## src/hdl/adc_ctrl_pkg.sv

```systemverilog
// constants, register map and state types of the converter control block
// assumes a 125 MHz system clock and an APB master with 32-bit data
package adc_ctrl_pkg;

   localparam int          CLK_MHZ     = 125;
   // stabilisation time after leaving halt, in ns; the real figure is part specific
   localparam int          STAB_NS     = 2000;
   localparam int          STAB_INT    = (STAB_NS * CLK_MHZ + 999) / 1000;
   localparam int          STAB_W      = 9;
   localparam logic [8:0]  STAB_CYC    = 9'(STAB_INT);

   localparam int          RESULT_W    = 10;
   localparam int          HIGH_LSB    = 2;
   localparam int          FIFO_DEPTH  = 32;
   localparam int          NUM_CH      = 6;

   // printed register indices; byte address is four times the index
   localparam logic [7:0]  LOW_IDX     = 8'h6F;
   localparam logic [7:0]  HIGH_IDX    = 8'h70;
   localparam logic [7:0]  CSR_IDX     = 8'h71;
   localparam int          ADDR_W      = 12;
   localparam logic [11:0] LOW_ADDR    = {2'h0, LOW_IDX, 2'h0};
   localparam logic [11:0] HIGH_ADDR   = {2'h0, HIGH_IDX, 2'h0};
   localparam logic [11:0] CSR_ADDR    = {2'h0, CSR_IDX, 2'h0};

   localparam int          DONE_BIT    = 7;
   localparam int          SPEED_BIT   = 6;
   localparam int          ON_BIT      = 5;
   localparam int          SLOW_BIT    = 4;
   localparam int          CHAN_LSB    = 0;
   localparam int          CHAN_W      = 3;
   localparam logic [7:0]  CSR_RESET   = 8'h00;

   // converter clock selection by {slow, speed}
   localparam logic [1:0]  SEL_FULL    = 2'h1;
   localparam logic [1:0]  SEL_HALF    = 2'h0;
   localparam logic [1:0]  SEL_QUARTER = 2'h2;
   localparam logic [1:0]  SEL_HALF_B  = 2'h3;
   localparam logic [1:0]  DIV_LAST    = 2'h3;

   typedef struct packed {
      logic                 done;
      logic                 speed;
      logic                 on;
      logic                 slow;
      logic [CHAN_W-1:0]    chan;
      logic                 lock;
      logic [7:0]           high;
      logic [1:0]           low;
      logic [1:0]           div;
      logic                 tick;
      logic                 en;
      logic [STAB_W-1:0]    stab;
      logic [31:0]          prdata;
      logic                 slverr;
   } ctrl_state_type;

endpackage : adc_ctrl_pkg

```

## src/hdl/result_stream_if.sv

```systemverilog
// valid/ready word stream between the control logic and its result fifo
// assumes both ends run on the same clock
`timescale 1ns/100ps
`default_nettype none
interface result_stream_if #(parameter int WIDTH = 10) ();
   logic             valid;
   logic             ready;
   logic [WIDTH-1:0] data;
   modport source (output valid, output data, input ready);
   modport sink   (input valid, input data, output ready);
endinterface : result_stream_if
`default_nettype wire

```

## src/hdl/result_fifo.sv

```systemverilog
// synchronous fifo for converter results, parameterised in width and depth
// assumes one clock and a synchronous active-low reset
`timescale 1ns/100ps
`default_nettype none
module result_fifo #(
   parameter int WIDTH = 10,
   parameter int DEPTH = 32
) (
   input  wire logic       clk_i,
   input  wire logic       reset_n_i,
   input  wire logic       flush_i,
   result_stream_if.sink   in_s,
   result_stream_if.source out_s
);
   localparam int AW = $clog2(DEPTH);
   localparam logic [AW:0] FULL_CNT = (AW + 1)'(DEPTH);

   typedef struct packed {
      logic [DEPTH-1:0][WIDTH-1:0] mem;
      logic [AW-1:0]               wr;
      logic [AW-1:0]               rd;
      logic [AW:0]                 cnt;
   } fifo_state_type;

   fifo_state_type s;
   fifo_state_type next_s;
   logic           push;
   logic           pop;

   assign in_s.ready  = (s.cnt != FULL_CNT);
   assign out_s.valid = (s.cnt != '0);
   assign out_s.data  = s.mem[s.rd];
   assign push        = in_s.valid && in_s.ready;
   assign pop         = out_s.valid && out_s.ready;

   always_comb begin
      next_s = s;
      if (push) begin
         next_s.mem[s.wr] = in_s.data;
         next_s.wr        = s.wr + 1'b1;
      end
      if (pop) begin
         next_s.rd = s.rd + 1'b1;
      end
      next_s.cnt = s.cnt + (AW + 1)'(push) - (AW + 1)'(pop);
      // a flush drops queued words so a stopped converter leaves nothing behind
      if (flush_i) begin
         next_s.wr  = '0;
         next_s.rd  = '0;
         next_s.cnt = '0;
      end
   end

   always_ff @(posedge clk_i) begin
      if (!reset_n_i) begin
         s <= '0;
      end else begin
         s <= next_s;
      end
   end
endmodule : result_fifo
`default_nettype wire

```

## src/hdl/adc_control_result_regs.sv

```systemverilog
// control/status and result registers of a 10-bit six-channel converter, APB slave
// assumes a synchronous analog core stepped by core_tick_o that holds its result
// while core_valid_i is high until core_ready_o accepts it
//
// The APB interface to the registers and the address map were chosen for this implementation.
`timescale 1ns/100ps
`default_nettype none
module adc_control_result_regs
   import adc_ctrl_pkg::*;
(
   input  wire logic                clk_i,
   input  wire logic                reset_n_i,
   input  wire logic                psel_i,
   input  wire logic                penable_i,
   input  wire logic                pwrite_i,
   input  wire logic [ADDR_W-1:0]   paddr_i,
   input  wire logic [31:0]         pwdata_i,
   output logic      [31:0]         prdata_o,
   output logic                     pready_o,
   output logic                     pslverr_o,
   input  wire logic                halt_i,
   input  wire logic                core_valid_i,
   input  wire logic [RESULT_W-1:0] core_result_i,
   output logic                     core_ready_o,
   output logic                     core_enable_o,
   output logic                     core_tick_o,
   output logic      [CHAN_W-1:0]   core_channel_o
);

   ctrl_state_type s;
   ctrl_state_type next_s;
   logic           setup;
   logic           access;
   logic           wr_csr;
   logic           rd_hi;
   logic           rd_lo;
   logic           pop_fire;
   logic           tick_sel;

   result_stream_if #(.WIDTH(RESULT_W)) fill_s ();
   result_stream_if #(.WIDTH(RESULT_W)) drain_s ();

   result_fifo #(
      .WIDTH (RESULT_W),
      .DEPTH (FIFO_DEPTH)
   ) u_fifo (
      .clk_i     (clk_i),
      .reset_n_i (reset_n_i),
      .flush_i   (!s.on),
      .in_s      (fill_s.sink),
      .out_s     (drain_s.source)
   );

   // results from the core; anything arriving while off or still settling is dropped
   assign fill_s.valid   = core_valid_i && s.en && (s.stab == '0);
   assign fill_s.data    = core_result_i;
   assign core_ready_o   = fill_s.ready;
   // a locked pair stalls the drain; the fifo then fills and holds the core back
   // no pop while a result read is on the bus, so a read never splits a pair or loses done
   assign drain_s.ready  = !s.lock && !(psel_i && !pwrite_i &&
                                        (paddr_i == LOW_ADDR || paddr_i == HIGH_ADDR));
   assign pop_fire       = drain_s.valid && drain_s.ready;

   assign setup     = psel_i && !penable_i;
   assign access    = psel_i && penable_i;
   assign wr_csr    = access && pwrite_i && (paddr_i == CSR_ADDR);
   assign rd_hi     = access && !pwrite_i && (paddr_i == HIGH_ADDR);
   assign rd_lo     = access && !pwrite_i && (paddr_i == LOW_ADDR);

   assign pready_o       = penable_i;
   assign prdata_o       = s.prdata;
   assign pslverr_o      = s.slverr && penable_i;
   assign core_enable_o  = s.en;
   assign core_tick_o    = s.tick;
   assign core_channel_o = s.chan;

   always_comb begin
      next_s   = s;
      tick_sel = 1'b0;

      // read data is captured in the setup cycle so prdata comes from a flop
      if (setup) begin
         next_s.slverr = 1'b0;
         unique case (paddr_i)
            LOW_ADDR:  next_s.prdata = {30'h0, s.low};
            HIGH_ADDR: next_s.prdata = {24'h0, s.high};
            CSR_ADDR:  next_s.prdata = {24'h0, s.done, s.speed, s.on, s.slow,
                                        1'b0, s.chan};
            default: begin
               next_s.prdata = 32'h0;
               next_s.slverr = 1'b1;
            end
         endcase
      end

      if (wr_csr) begin
         next_s.speed = pwdata_i[SPEED_BIT];
         next_s.on    = pwdata_i[ON_BIT];
         next_s.slow  = pwdata_i[SLOW_BIT];
         next_s.chan  = pwdata_i[CHAN_LSB +: CHAN_W];
         next_s.done  = 1'b0;
      end
      if (rd_hi) begin
         next_s.done = 1'b0;
         next_s.lock = 1'b0;
      end
      if (rd_lo) begin
         next_s.lock = 1'b1;
      end
      // a new result wins over a clear in the same cycle
      if (pop_fire) begin
         next_s.high = drain_s.data[RESULT_W-1:HIGH_LSB];
         next_s.low  = drain_s.data[HIGH_LSB-1:0];
         next_s.done = 1'b1;
      end

      // no wait input exists: the converter keeps running through processor wait
      if (halt_i) begin
         next_s.stab = STAB_CYC;
      end else if (s.stab != '0) begin
         next_s.stab = s.stab - 1'b1;
      end
      next_s.en = next_s.on && !halt_i;

      unique case ({s.slow, s.speed})
         SEL_FULL:    tick_sel = 1'b1;
         SEL_HALF:    tick_sel = s.div[0];
         SEL_HALF_B:  tick_sel = s.div[0];
         SEL_QUARTER: tick_sel = (s.div == DIV_LAST);
      endcase
      if (s.en && next_s.en) begin
         next_s.div  = s.div + 1'b1;
         next_s.tick = tick_sel;
      end else begin
         next_s.div  = '0;
         next_s.tick = 1'b0;
      end
   end

   always_ff @(posedge clk_i) begin
      if (!reset_n_i) begin
         s <= '0;
      end else begin
         s <= next_s;
      end
   end
endmodule : adc_control_result_regs
`default_nettype wire

```

## config.mk

```make
export PLATFORM = sky130hd
export DESIGN_NAME = adc_control_result_regs
export DESIGN_NICKNAME = d
export VERILOG_FILES = /design/src/hdl/adc_ctrl_pkg.sv /design/src/hdl/result_stream_if.sv /design/src/hdl/result_fifo.sv /design/src/hdl/adc_control_result_regs.sv
export SDC_FILE = /design/constraint.sdc
export NUM_CORES = 1
export LEC_CHECK = 0
export ABC_AREA = 1
export BUFFER_PORTS_ARGS = -buffer_cell sky130_fd_sc_hd__clkbuf_2
export CAP_MARGIN = 20
export CELL_PAD_IN_SITES_DETAIL_PLACEMENT = 0
export CELL_PAD_IN_SITES_GLOBAL_PLACEMENT = 1
export CORE_UTILIZATION = 39
export DETAILED_ROUTE_END_ITERATION = 6
export PLACE_DENSITY_LB_ADDON = 0.1
export SLEW_MARGIN = 40
export SYNTH_ARGS = -nofsm -noshare
export SYNTH_HDL_FRONTEND = slang
export SYNTH_HIERARCHICAL = 1
export SYNTH_SLANG_ARGS = --single-unit
```

## constraint.sdc

```tcl
create_clock -name clk_i -period 2.61 [get_ports clk_i]
set_clock_uncertainty 0.05 [all_clocks]
set_input_delay 0.522 -clock clk_i [delete_from_list [all_inputs] [get_ports clk_i]]
set_output_delay 0.522 -clock clk_i [all_outputs]
set_load 0.02 [all_outputs]
```

==> reports/qor.txt <==
initial antenna violation count - 1
Worst Setup End Kind - flop
Worst Reg-to-Reg Cells - 15
post-route cell area - 21,640 um^2
endpoints failing setup - 0
number of placement rows - 80
Hold Crit Start - halt_i
Avg WL per Cell - 18.08 um
nets - 3,089
HP Class - input pin to flop
wirelength, routed - 66,160 um
placed cell area - 20,030 um^2
Initial Util - 39.81%
Worst Tran Pin Value - 0.6999 ns
Die ar. - 49,940 um^2
R2R setup slack - 0.11 ns
clock root buffer - clkbuf_16
switching part of the total - 23.52%
async set or reset register ratio after synthesis - 0%
total CTS buffers - 46
grt total ovfl - 0
Via Count - 18,459
Sequential Power Share - 44.8%
maximum clock path buffer count - 3
first drt pass iteration count - 5
Post-DRT Antenna Nets - 0
Logic pwr share - 4.5%
# H-tree levels - 2
vias per std cell - 5.043
Worst Hold Slack - 0.09436 ns
first-pass GRT wire length - 102,200 um
Die Wd - 223.5 um
synthesized area per cell - 6.328 um^2
Netlist cell types - 39
total net switching power - 0.003026 W
min Tclk post-route - 2.498 ns
clock transition at the registers of the reported paths - 0.06 ns
fillcell total - 5,175
Slew Limit Fails - 0
Worst slew margin - 53.17%
largest net degree at the start of global routing - 65
Yosys reg bits - 376
clock sink count - 376
CP required - 3.06 ns
clock latency on the worst-skew pair - 0.58 ns
Final Util - 45.04%
clock share of power - 50.7%
share of cells above drive strength 1 - 9.461%
storage element area - 7533 um^2
f_max - 400.3 MHz
most common cell after layout, fill and taps aside - nand2_1
Most used DFF post-synth - dfxtp_1
CTS tree - done
Tot GR Track Use - 26.42%
cell area after synthesis - 19,130 um^2
core area - 48,050 um^2
Worst setup SP type - flop
max-cap viol count - 0
hold endpoint - core_enable_o
Reg2Reg Capture Point - u_fifo/s[4]
Final HPWL DP - 41,620 um
vias in the first global route - 17,013
layout overhead on the synthesized area - 13.13%
Final Hold Fails - 0
most frequent cells in the layout - 730 x nand2_1, 616 x nor2_1, 411 x nand3_1
status - finished, final reports clean
CP Class - flop to flop
Seq/Total Area, Yosys - 39.35%
Ports - 101
VDD IR-drop max - 400.3 uV
PD cells - 594.4 nW/um^2
Worst Path Max Fanout - 3
CP arrival - 2.94 ns
chip height - 223.5 um
Synth Warn # - 6
routability cong. - 0.8765
worst r2r src - s[33]
Final period util - 95.72%
Iter 0 DRT Violations - 1,762
Multi-input gate area - 9528 um^2
Post-synth EDFFs - 0
static leakage - 8.693 nW
hold depth - 2
Synth Instances - 3,023
DRC Markers - 0
Port Buffers - 50
Power Internal - 0.009837 W
[cells in the mapped netlist, types with 2 or more instances]
| library cell | n | area (um^2) |
|---|---|---|
| clkinv_1 | 13 | 48.80 |
| inv_1 | 264 | 991.0 |
| o21ai_0 | 137 | 685.7 |
| nor2_2 | 9 | 56.30 |
| inv_2 | 14 | 52.55 |
| dfxtp_1 | 376 | 7527 |
| o21ai_1 | 5 | 25.02 |
| o211ai_1 | 10 | 75.07 |
| nand3_1 | 412 | 2062 |
| buf_1 | 30 | 112.6 |
| xor2_1 | 2 | 17.52 |
| nand4_1 | 27 | 168.9 |
| nor2_4 | 17 | 191.4 |
| nor3_1 | 5 | 25.02 |
| nor2_1 | 619 | 2323 |
| nand2_2 | 7 | 43.79 |
| nand2_1 | 732 | 2748 |
| buf_6 | 3 | 33.78 |
| a21oi_1 | 106 | 530.5 |
| buf_2 | 77 | 385.4 |
| buf_4 | 47 | 352.8 |
| clkbuf_1 | 75 | 281.5 |
| ha_1 | 18 | 225.2 |
| nand2_4 | 3 | 33.78 |
[through the flow]
stage / setup TNS [ns] / std cells / total power, W / worst slack [ns]
2_1_floorplan: 0 / 3046 / 0.006251 / 0.03186
4_1_cts: 0 / 3657 / 0.01299 / 0.0008287
3_3_place_gp: -0.1051 / 3574 / 0.006450 / -0.1051
5_1_grt: -0.02582 / 3659 / 0.01328 / -0.02582
6_report: 0 / 3660 / 0.01286 / 0.1117
3_5_place_dp: -0.1658 / 3574 / 0.006457 / -0.1658
[logic make-up (layout without fill, tap and decap cells)]
family | after synthesis | after routing | synth area share, %
buf+inv | 523 | 521 | 11.81
simple gates | 1835 | 1835 | 40.19
xor+xnor | 3 | 3 | 0.1374
flops | 376 | 376 | 39.35
fa+ha+maj | 19 | 19 | 1.282
compound gates | 266 | 266 | 7.208
other cells | 1 | 25 | 0.01960
[flip-flops by register name, summed over array words and instances, names as in the netlist]
name            flops
prdata_o            8
s                  27
core_channel_o      3
core_tick_o         1
core_enable_o       1
u_fifo/s          336
[power by group through the flow]
stage / clock [W] / combinational, W / sequential [W]
3_5_place_dp: 0 / 0.000568 / 0.00589
3_3_place_gp: 0 / 0.000562 / 0.00589
4_1_cts: 0.00666 / 0.000569 / 0.00576
6_report: 0.00652 / 0.000580 / 0.00577
2_1_floorplan: 0 / 0.000363 / 0.00589
5_1_grt: 0.00689 / 0.000632 / 0.00576
[worst max-delay path by stage]
stage                      startpoint  cells after the start     endpoint
after floorplan                 s[33]                     15  u_fifo/s[4]
after global placement    paddr_i[10]                     17  u_fifo/s[4]
final                           s[33]                     15  u_fifo/s[4]
after detailed placement   paddr_i[0]                     17  u_fifo/s[4]
after global routing            s[35]                     14  u_fifo/s[4]
after CTS                       s[33]                     15  u_fifo/s[4]
[area by class of cell]
class	instances	share of cell area (%)
Timing Repair Buffer	147	5.476
Tap cell	615	3.556
Inverter	291	5.059
Sequential cell	376	34.81
Clock inverter	8	0.4279
Clock buffer	75	6.626
Antenna cell	1	0.01156
Multi-Input combinational cell	2147	44.03
[routing by layer]
layer	global-route usage [%]	wire length, um	vias to the layer above
met2	40.60	29070	498
li1	-	-	9368
met5	0	0	-
met1	38.42	31270	8515
met4	7.821	1552	0
met3	3.253	4263	78
[critical path, cell delays in order, from the launching register on]
cell and delay (ns):
dfxtp_1 0.32, inv_2 0.08, ha_4 0.14, nand2_4 0.06
nor2_4 0.11, nand3_4 0.08, nor2_4 0.19, nand2_4 0.08
ha_4 0.24, inv_2 0.06, ha_4 0.11, inv_2 0.04
fa_2 0.39, o31ai_4 0.25, o21ai_1 0.10, a21oi_1 0.11
[timing repair]
| item | CTS | global route |
|---|---|---|
| buffers inserted | 0 | 2 |
| hold buffers | 0 | 0 |
| endpoints found under the setup margin | 1 | 2 |
| hold endpoints to repair | 0 | 0 |
| resized for setup | 1 | 14 |
| pin swaps | 1 | 8 |
Power figures use the tool's default switching activity.
